`src/rtl/fbc_defines.svh`:
```
// timing constants and reset values for the fault blink code display
`ifndef FBC_DEFINES_SVH
`define FBC_DEFINES_SVH

// ----------------------------------------------------------------
// clock
// ----------------------------------------------------------------
`define FBC_CLK_KHZ 64'd50_000

// ----------------------------------------------------------------
// times in milliseconds
// ----------------------------------------------------------------
`define FBC_WAKE_MS 64'd3_000
`define FBC_PRESS_WIN_MS 64'd5_000
`define FBC_RESTORE_WIN_MS 64'd3_000
`define FBC_TIMEOUT_MS 64'd300_000
`define FBC_DEBOUNCE_MS 64'd20
`define FBC_TENS_ON_MS 64'd250
`define FBC_TENS_GAP_MS 64'd250
`define FBC_ONES_ON_MS 64'd350
`define FBC_ONES_GAP_MS 64'd350
`define FBC_SHORT_PAUSE_MS 64'd1_000
`define FBC_LONG_PAUSE_MS 64'd2_500

// ----------------------------------------------------------------
// derived cycle counts
// ----------------------------------------------------------------
`define FBC_WAKE_CYC (`FBC_WAKE_MS * `FBC_CLK_KHZ)
`define FBC_PRESS_WIN_CYC (`FBC_PRESS_WIN_MS * `FBC_CLK_KHZ)
`define FBC_RESTORE_WIN_CYC (`FBC_RESTORE_WIN_MS * `FBC_CLK_KHZ)
`define FBC_TIMEOUT_CYC (`FBC_TIMEOUT_MS * `FBC_CLK_KHZ)
`define FBC_DEBOUNCE_CYC (`FBC_DEBOUNCE_MS * `FBC_CLK_KHZ)
`define FBC_TENS_ON_CYC (`FBC_TENS_ON_MS * `FBC_CLK_KHZ)
`define FBC_TENS_GAP_CYC (`FBC_TENS_GAP_MS * `FBC_CLK_KHZ)
`define FBC_ONES_ON_CYC (`FBC_ONES_ON_MS * `FBC_CLK_KHZ)
`define FBC_ONES_GAP_CYC (`FBC_ONES_GAP_MS * `FBC_CLK_KHZ)
`define FBC_SHORT_PAUSE_CYC (`FBC_SHORT_PAUSE_MS * `FBC_CLK_KHZ)
`define FBC_LONG_PAUSE_CYC (`FBC_LONG_PAUSE_MS * `FBC_CLK_KHZ)

// ----------------------------------------------------------------
// reset values
// ----------------------------------------------------------------
`define FBC_LOG_FIRST_RST 3'h0
`define FBC_LOG_TENS_RST 3'h0
`define FBC_LOG_ONES_RST 4'h0

`endif

```
`src/rtl/fbc_pkg.sv`:
```
// types shared by the fault blink code display
package fbc_pkg;

    // ------------------------------------------------------------
    // state and phase encodings
    // ------------------------------------------------------------
    typedef enum logic [2:0] {
        FBC_SLEEP = 3'b000,
        FBC_WAKE = 3'b001,
        FBC_AWAKE = 3'b010,
        FBC_SHOW1 = 3'b011,
        FBC_SHOW2 = 3'b100,
        FBC_TMO = 3'b101
    } fbc_state_e;

    typedef enum logic [1:0] {
        FBC_PH_ON = 2'b00,
        FBC_PH_GAP = 2'b01,
        FBC_PH_PAUSE = 2'b10
    } fbc_phase_e;

    typedef enum logic [2:0] {
        FBC_KIND_NONE = 3'b000,
        FBC_KIND_TEMP = 3'b001,
        FBC_KIND_OIL = 3'b010,
        FBC_KIND_SERVICE = 3'b011,
        FBC_KIND_CRANK = 3'b100
    } fbc_kind_e;

    // ------------------------------------------------------------
    // carriers
    // ------------------------------------------------------------
    typedef struct packed {
        logic valid;
        fbc_kind_e kind;
        logic [2:0] tens;
        logic [3:0] ones;
    } fbc_fault_evt_s;

    typedef struct packed {
        logic [2:0] first;
        logic [2:0] tens;
        logic [3:0] ones;
    } fbc_log_s;

endpackage : fbc_pkg

```
`src/rtl/fbc_debounce.sv`:
```
// synchroniser and debouncer for one active-low pushbutton input
`timescale 1ns/1ps
`include "fbc_defines.svh"

module fbc_debounce #(
    parameter int CNT_W = 20,
    parameter logic [CNT_W-1:0] DB_CYC = CNT_W'(`FBC_DEBOUNCE_CYC)
) (
    input wire logic core_clk,
    input wire logic nrst,
    input wire logic raw_n,
    output logic pressed
);
    logic sync1_reg;
    logic sync2_reg;
    logic stable_reg;
    logic [CNT_W-1:0] cnt_reg;
    wire logic differs = ~sync2_reg != stable_reg;
    wire logic settled = cnt_reg == DB_CYC - 1'b1;

    // ------------------------------------------------------------
    // sync and filter
    // ------------------------------------------------------------
    always_ff @(posedge core_clk or negedge nrst)
    begin
        if (!nrst)
        begin
            sync1_reg <= 1'b1;
            sync2_reg <= 1'b1;
            stable_reg <= 1'b0;
            cnt_reg <= '0;
        end
        else
        begin
            sync1_reg <= raw_n;
            sync2_reg <= sync1_reg;
            // level must hold a full debounce time before it is believed
            cnt_reg <= (differs && !settled) ? cnt_reg + 1'b1 : '0;
            if (differs && settled)
                stable_reg <= ~sync2_reg;
        end
    end

    assign pressed = stable_reg;

endmodule : fbc_debounce

```
`src/rtl/fbc_top.sv`:
```
// fault log and blink code display driven by the stop/prime button
`timescale 1ns/1ps
`include "fbc_defines.svh"

// Functional notes
// - long stop press wakes the controller; lamp lights after the hold time
// - three presses within five seconds start first-level code display
// - first-level code: 1-4 blinks then long pause, repeated
// - code one means coolant over-temperature shutdown
// - code two means low oil pressure shutdown
// - code three means service fault with second-level code stored
// - code four means overcrank beyond thirty seconds
// - one press during first-level display switches to second-level code
// - one press during second-level display ends the blinking
// - second-level: tens 1-5 blinks, short pause, ones 1-9 blinks
// - ones digit blinks slower than tens digit
// - long pause between groups, short pause between digits
// - blinking stops after five minutes of display
// - after timeout three presses within three seconds restart blinking
// - last logged fault kept and shown after condition clears
// - external auto-start stop is a normal shutdown, nothing logged
// - any second-level fault logs first-level service code
module fbc_top
    import fbc_pkg::*;
#(
    parameter logic [27:0] WAKE_CYC = 28'(`FBC_WAKE_CYC),
    parameter logic [27:0] PRESS_WIN_CYC = 28'(`FBC_PRESS_WIN_CYC),
    parameter logic [27:0] RESTORE_WIN_CYC = 28'(`FBC_RESTORE_WIN_CYC),
    parameter logic [35:0] TIMEOUT_CYC = 36'(`FBC_TIMEOUT_CYC),
    parameter logic [19:0] DEBOUNCE_CYC = 20'(`FBC_DEBOUNCE_CYC),
    parameter logic [27:0] TENS_ON_CYC = 28'(`FBC_TENS_ON_CYC),
    parameter logic [27:0] TENS_GAP_CYC = 28'(`FBC_TENS_GAP_CYC),
    parameter logic [27:0] ONES_ON_CYC = 28'(`FBC_ONES_ON_CYC),
    parameter logic [27:0] ONES_GAP_CYC = 28'(`FBC_ONES_GAP_CYC),
    parameter logic [27:0] SHORT_PAUSE_CYC = 28'(`FBC_SHORT_PAUSE_CYC),
    parameter logic [27:0] LONG_PAUSE_CYC = 28'(`FBC_LONG_PAUSE_CYC)
) (
    input wire logic core_clk,
    input wire logic nrst,
    input wire logic local_stop_n,
    input wire logic remote_stop_n,
    input wire logic auto_stop_req,
    input wire fbc_pkg::fbc_fault_evt_s fault_evt,
    output logic status_lamp,
    output logic normal_stop,
    output logic fault_stop,
    output fbc_pkg::fbc_log_s fault_log
);
    import fbc_pkg::*;

    // ------------------------------------------------------------
    // button conditioning
    // ------------------------------------------------------------
    logic local_pressed;
    logic remote_pressed;
    logic stop_prev_reg;

    fbc_debounce #(.CNT_W(20), .DB_CYC(DEBOUNCE_CYC)) u_db_local (
        .core_clk(core_clk),
        .nrst(nrst),
        .raw_n(local_stop_n),
        .pressed(local_pressed)
    );

    fbc_debounce #(.CNT_W(20), .DB_CYC(DEBOUNCE_CYC)) u_db_remote (
        .core_clk(core_clk),
        .nrst(nrst),
        .raw_n(remote_stop_n),
        .pressed(remote_pressed)
    );

    wire logic stop_lvl = local_pressed | remote_pressed;
    wire logic stop_rel = stop_prev_reg & ~stop_lvl;

    // ------------------------------------------------------------
    // fault log
    // ------------------------------------------------------------
    fbc_log_s log_reg;
    fbc_log_s log_next;
    wire logic evt_service = fault_evt.kind == FBC_KIND_SERVICE;

    always_comb
    begin
        log_next = log_reg;
        // auto-start stop never reaches here, so it leaves the log alone
        if (fault_evt.valid && fault_evt.kind != FBC_KIND_NONE)
        begin
            log_next.first = fault_evt.kind;
            if (evt_service)
            begin
                log_next.first = FBC_KIND_SERVICE;
                log_next.tens = fault_evt.tens;
                log_next.ones = fault_evt.ones;
            end
        end
    end

    // ------------------------------------------------------------
    // control state machine
    // ------------------------------------------------------------
    fbc_state_e state_reg;
    fbc_state_e state_next;
    logic [27:0] gen_cnt_reg;
    logic [27:0] gen_cnt_next;
    logic [1:0] press_reg;
    logic [1:0] press_next;
    logic [35:0] disp_cnt_reg;
    logic disp_start;

    wire logic showing = state_reg == FBC_SHOW1 || state_reg == FBC_SHOW2;
    wire logic disp_done = showing && disp_cnt_reg == TIMEOUT_CYC - 1'b1;
    wire logic [27:0] win_cyc =
        (state_reg == FBC_TMO) ? RESTORE_WIN_CYC : PRESS_WIN_CYC;
    wire logic win_end = gen_cnt_reg == win_cyc - 1'b1;

    always_comb
    begin
        state_next = state_reg;
        gen_cnt_next = gen_cnt_reg;
        press_next = press_reg;
        disp_start = 1'b0;
        case (state_reg)
            FBC_SLEEP:
            begin
                gen_cnt_next = '0;
                if (stop_lvl && gen_cnt_reg == WAKE_CYC - 1'b1)
                    state_next = FBC_WAKE;
                else if (stop_lvl)
                    gen_cnt_next = gen_cnt_reg + 1'b1;
            end
            FBC_WAKE:
            begin
                // the wake press release is not counted as a press
                press_next = 2'h0;
                gen_cnt_next = '0;
                if (stop_rel)
                    state_next = FBC_AWAKE;
            end
            FBC_AWAKE, FBC_TMO:
            begin
                if (stop_rel && press_reg == 2'h2)
                begin
                    state_next = FBC_SHOW1;
                    disp_start = 1'b1;
                    press_next = 2'h0;
                    gen_cnt_next = '0;
                end
                else if (stop_rel)
                begin
                    press_next = press_reg + 2'h1;
                    if (press_reg == 2'h0)
                        gen_cnt_next = '0;
                    else
                        gen_cnt_next = gen_cnt_reg + 1'b1;
                end
                else if (press_reg != 2'h0 && win_end)
                begin
                    press_next = 2'h0;
                    gen_cnt_next = '0;
                end
                else if (press_reg != 2'h0)
                    gen_cnt_next = gen_cnt_reg + 1'b1;
            end
            FBC_SHOW1:
            begin
                if (stop_rel)
                begin
                    state_next = FBC_SHOW2;
                    disp_start = 1'b1;
                end
                else if (disp_done)
                    state_next = FBC_TMO;
            end
            FBC_SHOW2:
            begin
                if (stop_rel)
                    state_next = FBC_AWAKE;
                else if (disp_done)
                    state_next = FBC_TMO;
            end
            default:
                state_next = FBC_SLEEP;
        endcase
    end

    // ------------------------------------------------------------
    // blink sequencer
    // ------------------------------------------------------------
    fbc_phase_e ph_reg;
    fbc_phase_e ph_next;
    logic [27:0] ph_cnt_reg;
    logic [27:0] ph_cnt_next;
    logic [3:0] left_reg;
    logic [3:0] left_next;
    logic dig_reg;
    logic dig_next;

    wire logic tgt2 = state_next == FBC_SHOW2;
    wire logic two = state_reg == FBC_SHOW2;
    wire logic [3:0] first_cnt = {1'b0, log_reg.first};
    wire logic [3:0] tens_cnt = {1'b0, log_reg.tens};
    // tens and first-level digits share the faster rate
    wire logic [27:0] on_cyc = dig_reg ? ONES_ON_CYC : TENS_ON_CYC;
    wire logic [27:0] gap_cyc = dig_reg ? ONES_GAP_CYC : TENS_GAP_CYC;
    wire logic ph_end = ph_cnt_reg == 28'h000_0000;
    wire logic mid_code = two && !dig_reg;
    wire logic [27:0] pause_cyc =
        mid_code ? SHORT_PAUSE_CYC : LONG_PAUSE_CYC;
    wire logic [3:0] next_dig_cnt =
        mid_code ? log_reg.ones : (two ? tens_cnt : first_cnt);
    wire logic [3:0] start_cnt = tgt2 ? tens_cnt : first_cnt;

    always_comb
    begin
        ph_next = ph_reg;
        ph_cnt_next = ph_cnt_reg - 1'b1;
        left_next = left_reg;
        dig_next = dig_reg;
        if (disp_start)
        begin
            dig_next = 1'b0;
            left_next = start_cnt;
            // empty log shows only pauses, lamp stays dark
            ph_next = (start_cnt != 4'h0) ? FBC_PH_ON : FBC_PH_PAUSE;
            ph_cnt_next = (start_cnt != 4'h0) ?
                TENS_ON_CYC - 1'b1 : LONG_PAUSE_CYC - 1'b1;
        end
        else if (!showing)
        begin
            ph_next = FBC_PH_PAUSE;
            ph_cnt_next = ph_cnt_reg;
        end
        else if (ph_end)
        begin
            case (ph_reg)
                FBC_PH_ON:
                begin
                    left_next = left_reg - 4'h1;
                    if (left_reg > 4'h1)
                    begin
                        ph_next = FBC_PH_GAP;
                        ph_cnt_next = gap_cyc - 1'b1;
                    end
                    else
                    begin
                        ph_next = FBC_PH_PAUSE;
                        ph_cnt_next = pause_cyc - 1'b1;
                    end
                end
                FBC_PH_GAP:
                begin
                    ph_next = FBC_PH_ON;
                    ph_cnt_next = on_cyc - 1'b1;
                end
                FBC_PH_PAUSE:
                begin
                    dig_next = mid_code;
                    left_next = next_dig_cnt;
                    if (next_dig_cnt != 4'h0)
                    begin
                        ph_next = FBC_PH_ON;
                        ph_cnt_next =
                            (mid_code ? ONES_ON_CYC : TENS_ON_CYC) - 1'b1;
                    end
                    else
                        ph_cnt_next = LONG_PAUSE_CYC - 1'b1;
                end
                default:
                    ph_next = FBC_PH_PAUSE;
            endcase
        end
    end

    wire logic show_next = state_next == FBC_SHOW1 || tgt2;
    wire logic lamp_next = state_next == FBC_WAKE ||
        (show_next && ph_next == FBC_PH_ON);

    // ------------------------------------------------------------
    // registers
    // ------------------------------------------------------------
    always_ff @(posedge core_clk or negedge nrst)
    begin
        if (!nrst)
        begin
            state_reg <= FBC_SLEEP;
            gen_cnt_reg <= '0;
            press_reg <= 2'h0;
            stop_prev_reg <= 1'b0;
            disp_cnt_reg <= '0;
        end
        else
        begin
            state_reg <= state_next;
            gen_cnt_reg <= gen_cnt_next;
            press_reg <= press_next;
            stop_prev_reg <= stop_lvl;
            // display timer restarts whenever a display level is entered
            disp_cnt_reg <= (disp_start || !showing) ?
                '0 : disp_cnt_reg + 1'b1;
        end
    end

    always_ff @(posedge core_clk or negedge nrst)
    begin
        if (!nrst)
        begin
            ph_reg <= FBC_PH_PAUSE;
            ph_cnt_reg <= '0;
            left_reg <= 4'h0;
            dig_reg <= 1'b0;
            status_lamp <= 1'b0;
        end
        else
        begin
            ph_reg <= ph_next;
            ph_cnt_reg <= ph_cnt_next;
            left_reg <= left_next;
            dig_reg <= dig_next;
            status_lamp <= lamp_next;
        end
    end

    always_ff @(posedge core_clk or negedge nrst)
    begin
        if (!nrst)
        begin
            log_reg.first <= `FBC_LOG_FIRST_RST;
            log_reg.tens <= `FBC_LOG_TENS_RST;
            log_reg.ones <= `FBC_LOG_ONES_RST;
            normal_stop <= 1'b0;
            fault_stop <= 1'b0;
        end
        else
        begin
            log_reg <= log_next;
            normal_stop <= auto_stop_req;
            fault_stop <= fault_evt.valid &&
                fault_evt.kind != FBC_KIND_NONE;
        end
    end

    assign fault_log = log_reg;

endmodule : fbc_top

```
`config.mk`:
```
export PLATFORM = sky130hd
export DESIGN_NAME = fbc_top
export DESIGN_NICKNAME = d
export VERILOG_FILES = /design/src/rtl/fbc_pkg.sv /design/src/rtl/fbc_debounce.sv /design/src/rtl/fbc_top.sv
export VERILOG_INCLUDE_DIRS = /design/src /design/src/rtl
export SDC_FILE = /design/constraint.sdc
export NUM_CORES = 1
export LEC_CHECK = 0
export BUFFER_PORTS_ARGS = -buffer_cell sky130_fd_sc_hd__buf_2
export CAP_MARGIN = 20
export CORE_MARGIN = 2
export CORE_UTILIZATION = 40
export DETAILED_ROUTE_END_ITERATION = 8
export GPL_TIMING_DRIVEN = 1
export PLACE_DENSITY = 0.64
export SKIP_CTS_REPAIR_TIMING = 1
export SYNTH_ARGS = -nofsm -noshare
export SYNTH_HDL_FRONTEND = slang
export SYNTH_SLANG_ARGS = --single-unit
export TNS_END_PERCENT = 5
```
`constraint.sdc`:
```
create_clock -name core_clk -period 4.15 [get_ports core_clk]
set_clock_uncertainty 0.1 [all_clocks]
set_input_delay 0.6225 -clock core_clk [delete_from_list [all_inputs] [get_ports core_clk]]
set_output_delay 0.6225 -clock core_clk [all_outputs]
set_load 0.05 [all_outputs]
```
==> results_dict.tcl <==
set metrics [dict create \
    tightest_slew_ps 928.3 \
    power.leakage_nw 4.203 \
    clk_latency_ps 430 \
    die_h_um 151.9 \
    worstReg2RegStart "state_reg[0]" \
    yosysWarnings 0 \
    status "completed" \
    netlist_area_um2 8750 \
    grt_usage 0.1643 \
    finalHoldViolations 0 \
    cp.arrival_ps 3410 \
    die_w_um 151.9 \
    io_pins 29 \
    clock-sinks 164 \
    largest_register_ffs 36 \
    h-tree-depth 4 \
    firstDrtPassIters 5 \
    antenna_found_initial 0 \
    clk_path_buf_depth 2 \
    tritoncts "yes" \
    synthTopCellsByArea "dfrtp_1, nor2_1, xor2_1" \
    fin_tns_setup_ps 0 \
    synthToLayoutAreaGrowth_pct 11.83 \
    finalSetupViolations 0 \
    ys_ff_latch 164 \
    core_um2 21620 \
    grt_max_degree 106 \
    wl_um 18170 \
    p_per_area_nw_per_um2 350.9 \
    grt_pass1_wl_um 32090 \
    drt_iter0_drc 423 \
    dpl_cell_area_um2 9194 \
    grt.overflow.total 0 \
    port_buffers 28 \
    synth_top_cell_area_share 0.4547 \
    synth_area_per_cell_um2 9.162 \
    path_class "flop to flop" \
    num_rows 54 \
    maxCapViolCount 0 \
    numCtsBuffers 17 \
    slew_headroom 0.3764 \
    antenna_left 0 \
    max_freq_mhz 308.0 \
    fillCellCount 2106 \
    final_area_um2 9784 \
    hold_class "input port to async pin" \
    r2r_slack_ps 900 \
    ir_drop_mv 0.2937 \
    grt_pass1_vias 6562 \
    synth_cell_types 70 \
    syn_nets 980 \
    synth_ff_type "dfrtp_1" \
    wl_per_cell_um 14.23 \
    cts_root_buf "clkbuf_16" \
    seq_area_frac_synth 0.4698 \
    cp_max_fo 16 \
    drv_slew 0 \
    synth_cells 955 \
    worstPathRequired_ps 4310 \
    antenna_cells 0 \
    place_hpwl_um 12420 \
    final_common_cell "dfrtp_1" \
    via_per_inst 5.424 \
    drc_errors 0 \
    nNetsFinal 1009 \
    final_cell_mix "dfrtp_1, nor2_1, nand2_1" \
    clk_pin_slew_worst_paths_ps 70 \
    worstSetupEndpointType "flop" \
    start_kind "flop" \
    yosys.area.top_type "dfrtp_1" \
    drive_gt1_frac 0.1043 \
    timing.final.crit_share 0.7823 \
    start_util 0.4047 \
    rsz0062_at_grt "false" \
    vias 6927 \
    synth-async-reset-ratio 1.000 \
    dieArea_um2 23070 \
    gp_congestion 0.8610 \
    min_period_ps 3246 \
    crit_start "state_reg[0]" \
    synth-edff-count 0 \
]
## routing by layer
layer  GRT usage  share of wire
met5           0              0
met4     0.05429          0.018
met3     0.03137          0.030
met2      0.2516           0.46
met1      0.2352           0.49
## logic make-up (layout without fill, tap and decap cells)
group,count (synthesis),after routing,synth area share
and+or+nand+nor,449,449,0.2594
AOI/OAI and AO/OA,174,174,0.1230
DFF,164,164,0.4698
xor gates and xnor gates,84,84,0.08408
buffers and inverters,54,96,0.02574
muxes,21,21,0.02517
adders and majority gates,9,9,0.01287
## Yosys cell counts, types with 4 or more instances
| library cell | count |
|---|---|
| a211oi_1 | 5 |
| a21o_1 | 6 |
| a21oi_1 | 52 |
| a22o_1 | 5 |
| a31oi_1 | 4 |
| and2_1 | 4 |
| and3_1 | 28 |
| and4_1 | 11 |
| clkbuf_1 | 21 |
| dfrtp_1 | 159 |
| dfstp_2 | 5 |
| ha_1 | 9 |
| inv_1 | 26 |
| mux2_2 | 8 |
| mux2i_1 | 13 |
| nand2_1 | 83 |
| nand2b_1 | 11 |
| nand3_1 | 51 |
| nand4_1 | 16 |
| nor2_1 | 145 |
| nor2b_1 | 8 |
| nor3_1 | 24 |
| nor4_1 | 13 |
| nor4b_1 | 7 |
| o21a_1 | 8 |
| o21ai_0 | 52 |
| o22a_1 | 4 |
| o31ai_1 | 9 |
| or2_2 | 5 |
| or3_1 | 13 |
| or3_2 | 4 |
| xnor2_1 | 25 |
| xor2_1 | 59 |
## cell type report
class	instances	area, µm²	area share
flip-flops and latches	164	4110	0.4201
inverters	26	97.59	0.009974
clock buffers	19	442.9	0.04527
well taps	280	350.3	0.03581
multi-input cells	737	4414	0.4512
repair buffers	38	221.5	0.02263
clock inverters	13	147.6	0.01509
## power by group
part	switching [mW]	internal (mW)	leakage, nW
Sequential	0.0269	1.63	2.25
Clock	0.672	0.911	0.289
Combinational	0.144	0.0536	1.67
Total	0.843	2.59	4.20
## through the flow
step / power [mW] / instances / utilization / hold WS (ps) / setup WS [ps]
floorplan: 1.801 / 955 / - / 226.9 / 1278
global placement: 1.883 / 1245 / 0.4252 / 248.1 / 978.7
detailed placement: 1.885 / 1245 / 0.4252 / 252.7 / 978.8
CTS: 3.476 / 1277 / 0.4525 / 173.3 / 945.6
global route: 3.568 / 1277 / 0.4525 / 172.0 / 679.8
finish: 3.434 / 1277 / 0.4525 / 186.8 / 903.5
## worst paths after layout
kind / end / depth (start not counted)
hold reg to reg: u_db_remote.sync2_reg / 0
setup / recovery: ph_cnt_reg[8] / 8
max in group asynchronous: ph_reg[1] / 2
hold / removal: disp_cnt_reg[26] / 1
min in group core_clk: u_db_local.sync1_reg / 1
setup reg to reg: ph_cnt_reg[8] / 8
## critical path, cell delays in order, from the launching register on
cell      delay (ps)
dfrtp_1          550
or3b_2           680
a211oi_1         280
and4_1           230
a211o_1          200
nor3_1            90
o21a_1           230
o21ai_0          470
o311ai_0         250
Power figures use the tool's default switching activity.
